<file path="config.mk">
export PLATFORM = sky130hd
export DESIGN_NAME = ssml_link
export DESIGN_NICKNAME = d
export VERILOG_FILES = /design/src/pkg/ssml_pkg.sv /design/src/pkg/ssml_shift_if.sv /design/src/rtl/ssml_link.sv /design/src/rtl/ssml_shifter.sv
export SDC_FILE = /design/constraint.sdc
export NUM_CORES = 1
export LEC_CHECK = 0
export ABC_AREA = 1
export BUFFER_PORTS_ARGS = -buffer_cell sky130_fd_sc_hd__buf_2
export CORE_ASPECT_RATIO = 1.2
export CORE_UTILIZATION = 60
export CTS_CLUSTER_DIAMETER = 100
export DETAILED_ROUTE_END_ITERATION = 6
export GPL_ROUTABILITY_DRIVEN = 1
export PLACE_DENSITY_LB_ADDON = 0.2
export SLEW_MARGIN = 20
export SYNTH_ARGS = -nofsm -noshare
export SYNTH_HDL_FRONTEND = slang
export SYNTH_SLANG_ARGS = --single-unit
</file>
<file path="constraint.sdc">
create_clock -name pclk -period 6.95 [get_ports pclk]
set_input_delay 0.3475 -clock pclk [delete_from_list [all_inputs] [get_ports pclk]]
set_output_delay 0.3475 -clock pclk [all_outputs]
set_load 0.01 [all_outputs]
</file>
<file path="src/pkg/ssml_pkg.sv">
package ssml_pkg;

  // APB register byte offsets (aligned words; TXD0 and RXD0 each start a run of three words)
  localparam logic [7:0] OFS_CTRL   = 8'h00;
  localparam logic [7:0] OFS_TX_HDR = 8'h04;
  localparam logic [7:0] OFS_TXD0   = 8'h08;
  localparam logic [7:0] OFS_STATUS = 8'h14;
  localparam logic [7:0] OFS_RX_HDR = 8'h18;
  localparam logic [7:0] OFS_RXD0   = 8'h1C;
  localparam logic [7:0] OFS_LAST   = 8'h24;

  // Field positions
  localparam int CTRL_GO_BIT  = 0;
  localparam int ST_BUSY_BIT  = 0;
  localparam int ST_RXV_BIT   = 1;
  localparam int ST_RXBAD_BIT = 2;
  localparam int ST_SYNC_BIT  = 3;
  localparam int ST_FLOW_BIT  = 4;
  localparam int ST_LP_BIT    = 5;

  // Frame constants
  localparam logic [7:0] SYNC_D2H  = 8'hA4;
  localparam logic [7:0] SYNC_H2D  = 8'hA5;
  localparam logic [7:0] LEN_MIN   = 8'h01;
  localparam logic [7:0] LEN_MAX   = 8'h09;
  localparam int         MAX_DATA  = 9;
  localparam logic [3:0] HDR_BYTES = 4'h3;
  localparam logic [7:0] IDLE_BYTE = 8'hFF;
  localparam logic [7:0] RST_BYTE  = 8'h00;

  // Link clock timing, half period of the serial clock
  localparam int CLK_PERIOD_NS = 5;
  localparam int SCLK_HALF_NS  = 80;
  localparam int HALF_CYC      = (SCLK_HALF_NS / CLK_PERIOD_NS < 1) ? 1 :
                                 SCLK_HALF_NS / CLK_PERIOD_NS;
  localparam int HALF_W        = $clog2(HALF_CYC + 1);

  // Synchroniser layout for pin inputs
  localparam int         SYNC_N     = 7;
  localparam int         IX_PORT    = 0;
  localparam int         IX_FLOW    = 1;
  localparam int         IX_SLEEP   = 2;
  localparam int         IX_SUSP    = 3;
  localparam int         IX_RDY_N   = 4;
  localparam int         IX_PEND_N  = 5;
  localparam int         IX_SIN     = 6;
  localparam logic [6:0] SYNC_RST   = 7'h70;

endpackage : ssml_pkg

</file>
<file path="src/pkg/ssml_shift_if.sv">
`timescale 1ns/1ps
interface ssml_shift_if;
  logic       start;     // Begin one byte
  logic [7:0] tx_byte;   // Byte to shift out
  logic       bit_mode;  // Per-bit handshake
  logic       bit_ok;    // Host ready level
  logic       abort;     // Kill the byte at once
  logic       rx_in;     // Synchronised serial input
  logic       busy;      // Byte in flight
  logic       done;      // One-cycle end of byte
  logic [7:0] rx_byte;   // Byte shifted in
  logic       sclk;      // Serial clock level
  logic       sdo;       // Serial data out level

  modport ctrl (output start, tx_byte, bit_mode, bit_ok, abort, rx_in,
                input  busy, done, rx_byte, sclk, sdo);
  modport shifter (input  start, tx_byte, bit_mode, bit_ok, abort, rx_in,
                   output busy, done, rx_byte, sclk, sdo);
endinterface : ssml_shift_if

</file>
<file path="src/rtl/ssml_link.sv">
`timescale 1ns/1ps
module ssml_link import ssml_pkg::*; (
  input  wire logic        pclk,                // System clock
  input  wire logic        presetn,             // Async reset, active low
  input  wire logic [7:0]  paddr,               // APB address
  input  wire logic        psel,                // APB select
  input  wire logic        penable,             // APB enable
  input  wire logic        pwrite,              // APB direction
  input  wire logic [31:0] pwdata,              // APB write data
  output logic      [31:0] prdata,              // APB read data
  output logic             pready,              // APB ready
  output logic             pslverr,             // APB error
  input  wire logic        port_mode_select,    // High: sync mode
  input  wire logic        flow_mode_select,    // 0 byte, 1 bit
  input  wire logic        sleep_in,            // Sleep request
  input  wire logic        suspend_in,          // Suspend request
  input  wire logic        host_ready_n,        // Host ready, low
  input  wire logic        host_msg_pending_n,  // Host has message
  input  wire logic        device_serial_in,    // Serial data in
  output logic             device_serial_out,   // Serial data out
  output logic             serial_clk,          // Serial clock out
  output logic             transfer_begin_n,    // Transfer open, low
  output logic             low_power            // Suspended
);

  typedef enum logic [2:0] {M_IDLE, M_BEGIN, M_SHIFT, M_NEXT} ssml_m_st_t;

  // Pin synchronisers
  logic [SYNC_N-1:0] pin_raw;   // Raw pin vector
  logic [SYNC_N-1:0] meta_ff;   // First stage, read by second only
  logic [SYNC_N-1:0] pin_ff;    // Second stage, safe to use
  logic              susp_d_ff; // Suspend delayed for edge

  // Link control state
  ssml_m_st_t  st_ff,    nxt_st;     // Message phase
  logic        dir_ff,   nxt_dir;    // 1: host to device
  logic [3:0]  idx_ff,   nxt_idx;    // Byte index in frame
  logic [7:0]  csum_ff,  nxt_csum;   // Running XOR
  logic        sen_n_ff;             // Begin line register
  logic        start_sh;             // Kick the shifter
  logic        fin_tx;               // Device message sent
  logic        fin_ok;               // Host message good
  logic        fin_bad;              // Host message rejected

  // Software-visible registers
  logic [7:0]  tx_len_ff;            // Outgoing length
  logic [7:0]  tx_id_ff;             // Outgoing identifier
  logic [7:0]  tx_mem [MAX_DATA];    // Outgoing data
  logic [7:0]  rx_len_ff;            // Received length
  logic [7:0]  rx_id_ff;             // Received identifier
  logic [7:0]  rx_mem [MAX_DATA];    // Received data
  logic        busy_ff;              // Send requested or running
  logic        rxv_ff;               // Good message waiting
  logic        rxbad_ff;             // Message dropped
  logic [31:0] prdata_ff;            // Registered read data

  ssml_shift_if sh_if ();

  // Two flip-flops for every pin before any logic
  assign pin_raw = {device_serial_in, host_msg_pending_n, host_ready_n,
                    suspend_in, sleep_in, flow_mode_select,
                    port_mode_select};
  generate
    for (genvar gi = 0; gi < SYNC_N; gi++) begin : g_sync
      always_ff @(posedge pclk or negedge presetn) begin
        if (!presetn) begin
          meta_ff[gi] <= SYNC_RST[gi];
          pin_ff[gi]  <= SYNC_RST[gi];
        end else begin
          meta_ff[gi] <= pin_raw[gi];
          pin_ff[gi]  <= meta_ff[gi];
        end
      end
    end
  endgenerate

  wire sync_mode  = pin_ff[IX_PORT];
  wire bit_flow   = pin_ff[IX_FLOW];
  wire sleep_s    = pin_ff[IX_SLEEP];
  wire susp_s     = pin_ff[IX_SUSP];
  wire host_rdy   = !pin_ff[IX_RDY_N];
  wire host_pend  = !pin_ff[IX_PEND_N];

  // Suspend only counts while sleep is high; only sleep low ends it
  wire nxt_lp     = sleep_s & (low_power | susp_s);
  // Suspend edge without sleep resets, outside synchronous mode only
  wire rst_pulse  = susp_s & !susp_d_ff & !sleep_s & !sync_mode;
  // Kill holds the sequencer, APB registers and shifter pins at power-up values, effective at once
  wire kill       = low_power | rst_pulse;

  // Power state and suspend edge history
  always_ff @(posedge pclk or negedge presetn) begin
    if (!presetn) begin
      low_power <= 1'b0;
      susp_d_ff <= 1'b0;
    end else begin
      low_power <= nxt_lp;
      susp_d_ff <= susp_s;
    end
  end

  // Frame decode
  wire [7:0] cur_len  = dir_ff ? rx_len_ff : tx_len_ff;
  wire [3:0] last_idx = cur_len[3:0] + HDR_BYTES;
  wire       is_last  = (idx_ff > HDR_BYTES) && (idx_ff == last_idx);
  wire [3:0] data_idx = idx_ff - HDR_BYTES;
  wire [7:0] sync_b   = dir_ff ? SYNC_H2D : SYNC_D2H;
  wire [7:0] data_b   = (data_idx < 4'(MAX_DATA)) ? tx_mem[data_idx] : RST_BYTE;
  wire [7:0] cur_tx   = (idx_ff == 4'h0) ? sync_b    :
                        dir_ff           ? IDLE_BYTE :
                        (idx_ff == 4'h1) ? tx_len_ff :
                        (idx_ff == 4'h2) ? tx_id_ff  :
                        is_last          ? csum_ff   : data_b;
  wire       rx_phase = dir_ff && (idx_ff != 4'h0);   // Half duplex
  wire [7:0] got_byte = rx_phase ? sh_if.rx_byte : cur_tx;
  wire       byte_end = (st_ff == M_SHIFT) && sh_if.done;
  wire       len_bad  = (sh_if.rx_byte < LEN_MIN) || (sh_if.rx_byte > LEN_MAX);
  wire       rx_wr    = byte_end && rx_phase;

  // Message sequencer
  always_comb begin
    nxt_st   = st_ff;
    nxt_dir  = dir_ff;
    nxt_idx  = idx_ff;
    nxt_csum = csum_ff;
    start_sh = 1'b0;
    fin_tx   = 1'b0;
    fin_ok   = 1'b0;
    fin_bad  = 1'b0;
    case (st_ff)
      M_IDLE: if (sync_mode) begin
        nxt_idx  = 4'h0;
        nxt_csum = RST_BYTE;
        if (host_pend) begin                          // Host asks first
          nxt_dir = 1'b1;
          nxt_st  = M_BEGIN;
        end else if (busy_ff) begin
          nxt_dir = 1'b0;
          nxt_st  = M_BEGIN;
        end
      end
      M_BEGIN: if (host_rdy) begin                    // Begin and ready
        start_sh = 1'b1;
        nxt_st   = M_SHIFT;
      end
      M_SHIFT: if (sh_if.done) begin
        nxt_csum = csum_ff ^ got_byte;
        nxt_idx  = idx_ff + 4'h1;
        nxt_st   = M_NEXT;
        if (rx_phase && idx_ff == 4'h1 && len_bad) begin
          fin_bad = 1'b1;                             // Length out of range
          nxt_st  = M_IDLE;
        end else if (is_last) begin
          nxt_st  = M_IDLE;
          fin_tx  = !dir_ff;
          fin_ok  = dir_ff && (sh_if.rx_byte == csum_ff);
          fin_bad = dir_ff && (sh_if.rx_byte != csum_ff);
        end
      end
      // Byte flow waits for ready per byte; bit flow gates each bit
      M_NEXT: if (bit_flow || host_rdy) begin
        start_sh = 1'b1;
        nxt_st   = M_SHIFT;
      end
      default: nxt_st = M_IDLE;
    endcase
  end

  // Sequencer registers, cleared by suspend or reset pulse
  always_ff @(posedge pclk or negedge presetn) begin
    if (!presetn) begin
      st_ff    <= M_IDLE;
      dir_ff   <= 1'b0;
      idx_ff   <= 4'h0;
      csum_ff  <= RST_BYTE;
      sen_n_ff <= 1'b1;
    end else if (kill) begin
      st_ff    <= M_IDLE;
      dir_ff   <= 1'b0;
      idx_ff   <= 4'h0;
      csum_ff  <= RST_BYTE;
      sen_n_ff <= 1'b1;
    end else begin
      st_ff    <= nxt_st;
      dir_ff   <= nxt_dir;
      idx_ff   <= nxt_idx;
      csum_ff  <= nxt_csum;
      sen_n_ff <= (nxt_st == M_IDLE);
    end
  end

  // Shifter hookup; the device supplies the serial clock
  assign sh_if.start    = start_sh && !kill;
  assign sh_if.tx_byte  = cur_tx;
  assign sh_if.bit_mode = bit_flow && (st_ff == M_SHIFT);
  assign sh_if.bit_ok   = host_rdy;
  assign sh_if.abort    = kill;
  assign sh_if.rx_in    = pin_ff[IX_SIN];

  ssml_shifter u_shift (
    .pclk    (pclk),
    .presetn (presetn),
    .sh      (sh_if.shifter)
  );

  assign serial_clk        = sh_if.sclk;
  assign device_serial_out = sh_if.sdo;
  assign transfer_begin_n  = sen_n_ff;

  // APB decode, zero wait states
  wire       acc      = psel & penable;
  wire       wr_en    = acc & pwrite;
  wire [3:0] word     = paddr[5:2];
  wire       mapped   = (paddr[1:0] == 2'b00) && (paddr <= OFS_LAST);
  wire       hit_ctrl = mapped && (paddr == OFS_CTRL);
  wire       hit_thdr = mapped && (paddr == OFS_TX_HDR);
  wire       hit_stat = mapped && (paddr == OFS_STATUS);
  wire       go_ok    = sync_mode && !busy_ff && (tx_len_ff >= LEN_MIN) &&
                        (tx_len_ff <= LEN_MAX);
  wire       go_set   = wr_en && hit_ctrl && pwdata[CTRL_GO_BIT] && go_ok;
  wire       cfg_wr   = wr_en && !busy_ff;            // Frozen while sending

  assign pready  = acc;
  assign pslverr = acc & !mapped;
  assign prdata  = prdata_ff;

  // Byte views for the data words, unused lanes read zero
  logic [7:0] txb [12];
  logic [7:0] rxb [12];
  generate
    for (genvar gk = 0; gk < 12; gk++) begin : g_bytes
      if (gk < MAX_DATA) begin : g_mem
        wire [3:0] tword = 4'(OFS_TXD0[7:2]) + 4'(gk / 4);
        wire       twe   = cfg_wr && mapped && (word == tword);
        assign txb[gk] = tx_mem[gk];
        assign rxb[gk] = rx_mem[gk];
        // Outgoing data byte
        always_ff @(posedge pclk or negedge presetn) begin
          if (!presetn) begin
            tx_mem[gk] <= RST_BYTE;
          end else if (kill) begin
            tx_mem[gk] <= RST_BYTE;
          end else if (twe) begin
            tx_mem[gk] <= pwdata[8*(gk%4) +: 8];
          end
        end
        // Incoming data byte, written as it arrives
        always_ff @(posedge pclk or negedge presetn) begin
          if (!presetn) begin
            rx_mem[gk] <= RST_BYTE;
          end else if (kill) begin
            rx_mem[gk] <= RST_BYTE;
          end else if (rx_wr && !is_last && data_idx == 4'(gk) &&
                       idx_ff > 4'h2) begin
            rx_mem[gk] <= sh_if.rx_byte;
          end
        end
      end else begin : g_pad
        assign txb[gk] = RST_BYTE;
        assign rxb[gk] = RST_BYTE;
      end
    end
  endgenerate

  // Read selection
  wire [3:0]  w_txd0 = 4'(OFS_TXD0[7:2]);
  wire [3:0]  w_rxd0 = 4'(OFS_RXD0[7:2]);
  wire [3:0]  tsel   = word - w_txd0;
  wire [3:0]  rsel   = word - w_rxd0;
  wire [31:0] txd_w  = {txb[4*tsel[1:0]+3], txb[4*tsel[1:0]+2],
                        txb[4*tsel[1:0]+1], txb[4*tsel[1:0]]};
  wire [31:0] rxd_w  = {rxb[4*rsel[1:0]+3], rxb[4*rsel[1:0]+2],
                        rxb[4*rsel[1:0]+1], rxb[4*rsel[1:0]]};
  wire [31:0] stat_w = 32'(busy_ff)              << ST_BUSY_BIT  |
                       32'(rxv_ff)               << ST_RXV_BIT   |
                       32'(rxbad_ff)             << ST_RXBAD_BIT |
                       32'(sync_mode)            << ST_SYNC_BIT  |
                       32'(bit_flow)             << ST_FLOW_BIT  |
                       32'(low_power)            << ST_LP_BIT;
  wire        in_txd = (word >= w_txd0) && (tsel < 4'h3);
  wire        in_rxd = (word >= w_rxd0) && (rsel < 4'h3);
  wire [31:0] rd_w   = !mapped  ? 32'h0000_0000 :
                       hit_ctrl ? 32'(busy_ff) << CTRL_GO_BIT :
                       hit_thdr ? {16'h0000, tx_id_ff, tx_len_ff} :
                       hit_stat ? stat_w :
                       (paddr == OFS_RX_HDR) ? {16'h0000, rx_id_ff, rx_len_ff} :
                       in_txd   ? txd_w :
                       in_rxd   ? rxd_w : 32'h0000_0000;

  // Read data caught in the setup cycle
  always_ff @(posedge pclk or negedge presetn) begin
    if (!presetn) begin
      prdata_ff <= 32'h0000_0000;
    end else if (kill || (psel && !penable && !pwrite)) begin
      prdata_ff <= kill ? 32'h0000_0000 : rd_w;
    end
  end

  // Header and busy registers
  always_ff @(posedge pclk or negedge presetn) begin
    if (!presetn) begin
      tx_len_ff <= RST_BYTE;
      tx_id_ff  <= RST_BYTE;
      busy_ff   <= 1'b0;
    end else if (kill) begin
      tx_len_ff <= RST_BYTE;
      tx_id_ff  <= RST_BYTE;
      busy_ff   <= 1'b0;
    end else begin
      if (cfg_wr && hit_thdr) begin
        tx_len_ff <= pwdata[7:0];
        tx_id_ff  <= pwdata[15:8];
      end
      if (go_set) begin
        busy_ff <= 1'b1;
      end else if (fin_tx) begin
        busy_ff <= 1'b0;
      end
    end
  end

  // Received header and sticky status; hardware set beats W1C clear
  always_ff @(posedge pclk or negedge presetn) begin
    if (!presetn) begin
      rx_len_ff <= RST_BYTE;
      rx_id_ff  <= RST_BYTE;
      rxv_ff    <= 1'b0;
      rxbad_ff  <= 1'b0;
    end else if (kill) begin
      rx_len_ff <= RST_BYTE;
      rx_id_ff  <= RST_BYTE;
      rxv_ff    <= 1'b0;
      rxbad_ff  <= 1'b0;
    end else begin
      if (rx_wr && idx_ff == 4'h1) begin
        rx_len_ff <= sh_if.rx_byte;
      end
      if (rx_wr && idx_ff == 4'h2) begin
        rx_id_ff <= sh_if.rx_byte;
      end
      if (fin_ok) begin
        rxv_ff <= 1'b1;
      end else if (wr_en && hit_stat && pwdata[ST_RXV_BIT]) begin
        rxv_ff <= 1'b0;
      end else if (rx_wr && idx_ff == 4'h1) begin
        rxv_ff <= 1'b0;                               // New message overwrites
      end
      if (fin_bad) begin
        rxbad_ff <= 1'b1;
      end else if (wr_en && hit_stat && pwdata[ST_RXBAD_BIT]) begin
        rxbad_ff <= 1'b0;
      end
    end
  end

endmodule : ssml_link

</file>
<file path="src/rtl/ssml_shifter.sv">
`timescale 1ns/1ps
module ssml_shifter import ssml_pkg::*; (
  input wire logic      pclk,     // System clock
  input wire logic      presetn,  // Async reset, active low
  ssml_shift_if.shifter sh        // Byte control
);

  typedef enum logic [1:0] {SH_IDLE, SH_WAIT, SH_LOW, SH_HIGH} ssml_sh_st_t;

  ssml_sh_st_t       st_ff,   nxt_st;    // Shift phase
  logic [HALF_W-1:0] cnt_ff,  nxt_cnt;   // Half-period counter
  logic [2:0]        bit_ff,  nxt_bit;   // Bit index, lsb first
  logic [7:0]        tx_ff,   nxt_tx;    // Outgoing byte
  logic [7:0]        rx_ff,   nxt_rx;    // Incoming byte
  logic              sclk_ff, nxt_sclk;  // Clock pin level
  logic              sdo_ff,  nxt_sdo;   // Data pin level
  logic              done_ff, nxt_done;  // End-of-byte pulse

  wire half_end = (cnt_ff == HALF_W'(HALF_CYC - 1));
  // Bit mode holds each bit until the host shows ready
  wire bit_go   = !sh.bit_mode || sh.bit_ok;

  // Next-state logic of the byte shifter
  always_comb begin
    nxt_st   = st_ff;
    nxt_cnt  = cnt_ff + HALF_W'(1);
    nxt_bit  = bit_ff;
    nxt_tx   = tx_ff;
    nxt_rx   = rx_ff;
    nxt_sclk = sclk_ff;
    nxt_sdo  = sdo_ff;
    nxt_done = 1'b0;
    case (st_ff)
      SH_IDLE: if (sh.start) begin           // Load new byte
        nxt_tx  = sh.tx_byte;
        nxt_bit = 3'd0;
        nxt_st  = SH_WAIT;
      end
      SH_WAIT: if (bit_go) begin             // Falling edge, new bit
        nxt_sclk = 1'b0;
        nxt_sdo  = tx_ff[bit_ff];            // Lsb goes first
        nxt_cnt  = '0;
        nxt_st   = SH_LOW;
      end
      SH_LOW: if (half_end) begin            // Rising edge, sample
        nxt_sclk = 1'b1;
        nxt_rx   = {sh.rx_in, rx_ff[7:1]};   // Lsb arrives first
        nxt_cnt  = '0;
        nxt_st   = SH_HIGH;
      end
      SH_HIGH: if (half_end) begin           // High half complete
        if (bit_ff == 3'd7) begin
          nxt_done = 1'b1;
          nxt_st   = SH_IDLE;
        end else begin
          nxt_bit = bit_ff + 3'd1;
          nxt_st  = SH_WAIT;
        end
      end
      default: nxt_st = SH_IDLE;
    endcase
    if (sh.abort) begin                      // Suspend stops the link
      nxt_st   = SH_IDLE;
      nxt_sclk = 1'b1;
      nxt_sdo  = 1'b1;
      nxt_done = 1'b0;
    end
  end

  // State registers; clock idles high, data resets high and keeps its last bit
  always_ff @(posedge pclk or negedge presetn) begin
    if (!presetn) begin
      st_ff   <= SH_IDLE;
      cnt_ff  <= '0;
      bit_ff  <= 3'd0;
      tx_ff   <= RST_BYTE;
      rx_ff   <= RST_BYTE;
      sclk_ff <= 1'b1;
      sdo_ff  <= 1'b1;
      done_ff <= 1'b0;
    end else begin
      st_ff   <= nxt_st;
      cnt_ff  <= nxt_cnt;
      bit_ff  <= nxt_bit;
      tx_ff   <= nxt_tx;
      rx_ff   <= nxt_rx;
      sclk_ff <= nxt_sclk;
      sdo_ff  <= nxt_sdo;
      done_ff <= nxt_done;
    end
  end

  assign sh.busy    = (st_ff != SH_IDLE);
  assign sh.done    = done_ff;
  assign sh.rx_byte = rx_ff;
  assign sh.sclk    = sclk_ff;
  assign sh.sdo     = sdo_ff;

endmodule : ssml_shifter

</file>
* Word-level counts from Yosys, hierarchy flattened
Cells that the tools add are included.
** Storage, ports and cells
- Register bits :: 273
- Bits of input ports :: 52
- Word-level logic and storage cells :: 426
- Output and inout port bits :: 38
** Cells by class
- Reductions and logical operators :: 111
- Order comparisons :: 22
- Equality and inequality tests :: 37
- Multiplexer cells :: 164
- Bitwise operators :: 24
- Add/sub/neg operators :: 13
** Operators with widths (count)
- 2-to-1 mux 8 bit :: 72
- binary-select mux 8 bit (select 4 bit) :: 9
- greater-or-equal comparator 33 x 5 -> 1 bit (second input constant) :: 8
- 2-to-1 mux 32 bit :: 8
- inverter 5 -> 33 bit :: 6
- inverter 4 -> 33 bit :: 2
- logical AND 1 bit :: 54
- 2-to-1 mux 1 bit :: 43
- nonzero test 2 bit :: 20
- 2-to-1 mux 3 bit :: 10
- adder 4 x 2 -> 5 bit (second input constant) :: 4
- equality test 4 x 2 -> 1 bit (second input constant) :: 5
- equality test 4 x 3 -> 1 bit (second input constant) :: 5
- equality test 8 x 5 -> 1 bit (second input constant) :: 2
- 2-to-1 mux 4 bit :: 4
- one-hot mux 8 bit (2 select lines) :: 1
- 2-to-1 mux 2 bit :: 7
- zero test 1 bit :: 12
- != test 3 x 2 -> 1 bit (second input constant) :: 4
- one-hot mux 3 bit (4 select lines) :: 1
- nonzero test 3 bit :: 4
- adder 4 x 1 -> 5 bit (second input constant) :: 2
- 2-to-1 mux 5 bit :: 2
- one-hot mux 5 bit (2 select lines) :: 1
- other kinds (57) :: 85

* Longest topological paths before layout
- Depth in word-level cells :: 16
- Mapped depth :: 21
- Depth with buffers taken out :: 21

* Hierarchy
From an unflattened synthesis, not the netlist that was laid out.
** Second synthesis, totals
- Cells, all modules :: 1850
- Area total of the unflattened synthesis :: 14536.4 um^2
** Modules (own cells, without submodules)
- ssml_link :: seq. area each 6114.6 um^2, area each 12996.2 um^2, cells each 1672, instances 1
- ssml_shifter :: seq. area each 728.2 um^2, area each 1540.2 um^2, cells each 178, instances 1

* Least setup slack after synthesis
Ideal clock, no wire load.
- Kind :: input-to-reg
- Start :: input port paddr[2]
- End :: register prdata_ff[0] (netlist: prdata[0])
- Stages :: 13
- Path slack :: 4.253 ns
- Setup time :: 0.120 ns
- Arrival :: 2.577 ns
- Required time :: 6.830 ns
- Buffers on the path :: 4
- Cells stage by stage :: buf_2 clkinv_1 clkbuf_1 clkbuf_1 ha_1 inv_1 nor3_2 inv_2 clkbuf_1 nand3_1 o211ai_1 o21ai_1 nand2_1
** Between the ends
- Word-level cells in the longest chain between the ends :: 13
- Elaborated cells on any way between the ends :: 33
- Classes of those cells :: add/sub (2); order compare (5); eq/ne (3); mux (14); bitwise (2); reduce/logical (7)
** RTL lines
- from (decl) :: line ssml_link.sv:5 : input wire logic [7:0] paddr,
- subtractor 4 x 3 -> 4 bit :: line ssml_link.sv:269 : wire [3:0] rsel = word - w_rxd0;
- inverter 4 -> 33 bit (implied by the code) :: line ssml_link.sv:273 : rxb[4*rsel[1:0]+1], rxb[4*rsel[1:0]]};
- binary-select mux 8 bit (select 4 bit) :: line ssml_link.sv:273
- 2-to-1 mux 8 bit (implied by the code) (2 in series) :: line ssml_link.sv:273
- 2-to-1 mux 32 bit :: line ssml_link.sv:288 : in_rxd ? rxd_w : 32'h0000_0000;
- 2-to-1 mux 32 bit :: line ssml_link.sv:287 : in_txd ? txd_w :
- 2-to-1 mux 32 bit :: line ssml_link.sv:286 : (paddr == OFS_RX_HDR) ? {16'h0000, rx_id_ff, rx_len_ff} :
- 2-to-1 mux 32 bit :: line ssml_link.sv:285 : hit_stat ? stat_w :
- 2-to-1 mux 32 bit :: line ssml_link.sv:284 : hit_thdr ? {16'h0000, tx_id_ff, tx_len_ff} :
- 2-to-1 mux 32 bit :: line ssml_link.sv:283 : hit_ctrl ? 32'(busy_ff) << CTRL_GO_BIT :
- 2-to-1 mux 32 bit * :: line ssml_link.sv:282 : wire [31:0] rd_w = !mapped ? 32'h0000_0000 :
- 2-to-1 mux 32 bit * :: line ssml_link.sv:295 : prdata_ff <= kill ? 32'h0000_0000 : rd_w;
- to (signal assigned) :: line ssml_link.sv:295
- to (decl) :: line ssml_link.sv:55 : logic [31:0] prdata_ff;
Mark *: on every way between the ends. The rest lies on a longest branch, timed or not. The select of a mux whose other input is x is not followed.
A chain may end at the register's enable or synchronous reset.

* Worst setup path after layout
- Start :: register dir_ff
- End :: register rx_mem[50] in the netlist's numbering
** Between the ends
- Word-level cells in the longest chain between the ends :: 9
- Elaborated cells on any way between the ends :: 11
- Classes of those cells :: add/sub (1); eq/ne (1); mux (1); reduce/logical (8)
** RTL lines
- from (decl) :: line ssml_link.sv:36 : logic dir_ff, nxt_dir;
- from (signal assigned) :: line ssml_link.sv:185 : dir_ff <= nxt_dir;
- 2-to-1 mux 4 bit :: line ssml_link.sv:103 : wire [7:0] cur_len = dir_ff ? rx_len_ff : tx_len_ff;
- adder 4 x 2 -> 4 bit :: line ssml_link.sv:104 : wire [3:0] last_idx = cur_len[3:0] + HDR_BYTES;
- equality test 4 bit :: line ssml_link.sv:105 : wire is_last = (idx_ff > HDR_BYTES) && (idx_ff == last_idx);
- logical AND 1 bit :: line ssml_link.sv:105
- zero test 1 bit :: line ssml_link.sv:253 : end else if (rx_wr && !is_last && data_idx == 4'(gk) &&
- logical AND 1 bit * (3 in series) :: line ssml_link.sv:253
- nonzero test 2 bit (no source line) *
- to (signal, indexed assignment) :: line ssml_link.sv:255 : rx_mem[gk] <= sh_if.rx_byte;
- to (decl) :: line ssml_link.sv:51 : logic [7:0] rx_mem [MAX_DATA];
Mark *: on every way between the ends. The rest lies on a longest branch, timed or not.

==> flow_metrics.tcl <==
set metrics [dict create \
    hold_viol 0 \
    port_buffers 89 \
    ctsHoldBuffers 8 \
    cts-htree-levels 1 \
    slowest_stage "dfrtp_1" \
    gr-total-overflow 0 \
    pwr-share-clk 0.391 \
    max_freq_mhz 271 \
    wl_met3_mm 2.91 \
    tns_ns 0 \
    multi_input_area_um2 6450 \
    layout.nets 1984 \
    top_layer_used "met4" \
    io_pins 90 \
    drt-met1-wl_mm 17.4 \
    dr_wl_met2_mm 20.9 \
    timing.critical_path.to_type "register" \
    place_congestion 1.02 \
    wire_per_inst_um 19.7 \
    r2r_end "rx_mem[50]$_DFFE_PN0P_" \
    synth_common_cells "574 x nand2_1, 264 x dfrtp_1, 261 x o21ai_0" \
    dr.first_iter.drc_count 1236 \
    synth_edf_count 0 \
    synth_top_cell_area_share 0.460 \
    die-area_um2 24600 \
    ys_seq_area_frac 0.477 \
    antenna_cells 0 \
    status "finished clean" \
    max_slew_margin 0.276 \
    place_area_um2 14900 \
    yosysMostFrequentCell "nand2_1" \
    switching_share 0.291 \
    ys.flop_type "dfrtp_1" \
    root_buffer "clkbuf_16" \
    cp_max_fo 14 \
    start_kind "register" \
    rsz0062_at_grt "no" \
    grt_pass1_vias 12500 \
    wl_mm 44.2 \
    postSynthCellCount 1857 \
    clock_sinks 273 \
    cts.clk_slew.worst_paths_ns 0.06 \
    power.share.sequential 0.471 \
    coreArea_um2 23400 \
    grt_pass1_wl_mm 69.0 \
    rr_startpoint "dir_ff$_DFFE_PN0P_" \
    hpwlAfterDp_mm 31.8 \
    via_count 13300 \
    first_pass_iters 7 \
    cpPeakStageDelay_ns 0.73 \
    seq_area_um2 6840 \
    post_cts_buffers 0 \
    ys_types 54 \
    clk_latency_ns 0.56 \
    crit_arrival_ns 4.09 \
    final.setup_skew_ns 0.0132 \
    syn_nets 1933 \
    setup_viol 0 \
    syn2layout_area_growth_pct 10.5 \
    p_comb_frac 0.139 \
    rows 61 \
    final_layout_size_suffix_gt1_frac 0.111 \
    worst_slew_pin_slew_ns 1.08 \
    nFillCells 2036 \
    synthTopCellsByArea "dfrtp_1 46%, nand2_1 15%, o21ai_0 9.1%" \
    crit_required_ns 7.35 \
    yosysWarnings 0 \
    ant_nets 0 \
    grt.total_usage 0.374 \
    grt_max_degree 151 \
    rrSetupSlack_ns 3.26 \
    worstHoldPathCells 3 \
    hold_start "pwdata[31]" \
    cts_buffers 28 \
    power.density_nw_per_um2 243 \
    cts_resized 0 \
    final_area_um2 15900 \
    finalPower_w 0.00386 \
    power_switching_w 0.00112 \
    die_h_um 171 \
    internal-power_w 0.00274 \
    antenna_found_initial 0 \
    r2r_cells 17 \
    cts_tree "yes" \
    syn-cell-area_um2 14400 \
    p_leak_nw 7.55 \
    ys_seq_elements 273 \
    drc 0 \
    min_to "tx_mem[47]$_DFFE_PN0P_" \
    crit_chain "inv_2 > nand2_1 > nand2_1 > ha_1 > nand2_1 > nand2_1 > nor2_1 > nand2_1 > nor2_4 > nand2_4 > inv_6 > nor2_4 > nand2_1 > o21ai_1 > inv_1 > nand2_1 > o21ai_0" \
    crit_top_cell "nand2_1" \
    hold_class "input pin to register" \
    peakVddDrop_mv 0.194 \
    period_share 0.531 \
    slew_violations 0 \
    cts_buffer_depth 3 \
    fin_crit_ns 3.69 \
    path_class "register to register" \
    vias_per_cell 5.92 \
    start_util 0.615 \
    maxCapViolations 0 \
    synthArstFlopShare 1.00 \
    synth_top_area_cell "dfrtp_1" \
    synth_area_per_cell_um2 7.73 \
    dieWidth_um 143 \
]
[area by class of cell]
cell class                      instances  share of cell area
Clock buffer                           38              0.0504
Clock inverter                         10             0.00686
Inverter                              177              0.0423
Multi-Input combinational cell       1324               0.407
Sequential cell                       273               0.431
Tap cell                              315              0.0248
Timing Repair Buffer                  104              0.0378
[placed cells by master (no fill, tap or decap), types with 15 or more instances in the layout]
master	netlist	routed
dfrtp_1	264	264
a21oi_1	72	71
o21ai_1	53	53
nand2_1	574	574
nand3_1	83	83
buf_2	23	88
nor3_1	15	15
o21ai_0	261	261
clkbuf_16	0	29
inv_2	17	18
nor2_1	102	102
nand4_1	16	16
ha_1	24	24
inv_1	153	151
[cells by family (layout without fill, tap and decap cells)]
kind of cell	count (synthesis)	after routing	synth area share
buf+inv	260	329	0.0748
fa+ha+maj	24	24	0.0209
compound gates	454	454	0.176
flops	273	273	0.477
other cells	1	1	0.000261
simple gates	828	828	0.240
mux	8	8	0.00558
xor+xnor	9	9	0.00549
[power by group through the flow]
| stage | combinational [W] | sequential, W | clock [W] |
|---|---|---|---|
| 3_3_place_gp | 0.000509 | 0.00184 | 0 |
| 3_5_place_dp | 0.000524 | 0.00184 | 0 |
| 4_1_cts | 0.000532 | 0.00181 | 0.00152 |
| 6_report | 0.000535 | 0.00182 | 0.00151 |
| 2_1_floorplan | 0.000353 | 0.00180 | 0 |
| 5_1_grt | 0.000610 | 0.00182 | 0.00158 |
[per-layer routing]
layer,vias to the layer above,GRT usage
li1,6183,-
met1,6345,0.471
met4,0,0.235
met2,590,0.613
met5,-,0
met3,158,0.0482
[worst max-delay path, delay by kind of cell, from the launching register on]
| family | cells | cell delay (ns) |
|---|---|---|
| fa+ha+maj | 1 | 0.31 |
| buf+inv | 3 | 0.64 |
| flops | 1 | 0.73 |
| compound gates | 2 | 0.74 |
| simple gates | 11 | 1.08 |
[worst max path at each step]
stage | start | to | slack, ns | cells after the start
after floorplan | paddr[2] | prdata[0]$_DFFE_PN0P_ | 4.25 | 13
after global placement | paddr[3] | prdata[13]$_DFFE_PN0P_ | 3.14 | 14
after detailed placement | paddr[3] | prdata[15]$_DFFE_PN0P_ | 2.98 | 14
after CTS | dir_ff$_DFFE_PN0P_ | rx_mem[50]$_DFFE_PN0P_ | 3.34 | 17
after global routing | dir_ff$_DFFE_PN0P_ | rx_mem[50]$_DFFE_PN0P_ | 2.91 | 17
final | dir_ff$_DFFE_PN0P_ | rx_mem[50]$_DFFE_PN0P_ | 3.26 | 17
[flip-flops by register name, indices dropped and copies added (netlist names), 2 cells and up]
register,count
rx_mem,72
tx_mem,72
prdata,32
csum_ff,8
rx_id_ff,8
rx_len_ff,8
tx_id_ff,8
tx_len_ff,8
u_shift.sh.rx_byte,8
u_shift.tx_ff,8
meta_ff,7
u_shift.cnt_ff,5
idx_ff,4
st_ff,3
u_shift.bit_ff,3
pin_ff,2
u_shift.st_ff,2
[per-stage QoR]
step	hold WS [ns]	setup WS, ns	utilization	cells
6_report	0.0777	3.26	0.680	2241
4_1_cts	0.0743	3.34	0.679	2241
2_1_floorplan	0.0519	4.25	-	1857
3_5_place_dp	0.336	2.98	0.637	2185
5_1_grt	0.0865	2.91	0.680	2241
3_3_place_gp	0.334	3.14	0.637	2185
No activity file was read; power rests on OpenSTA's default activity.
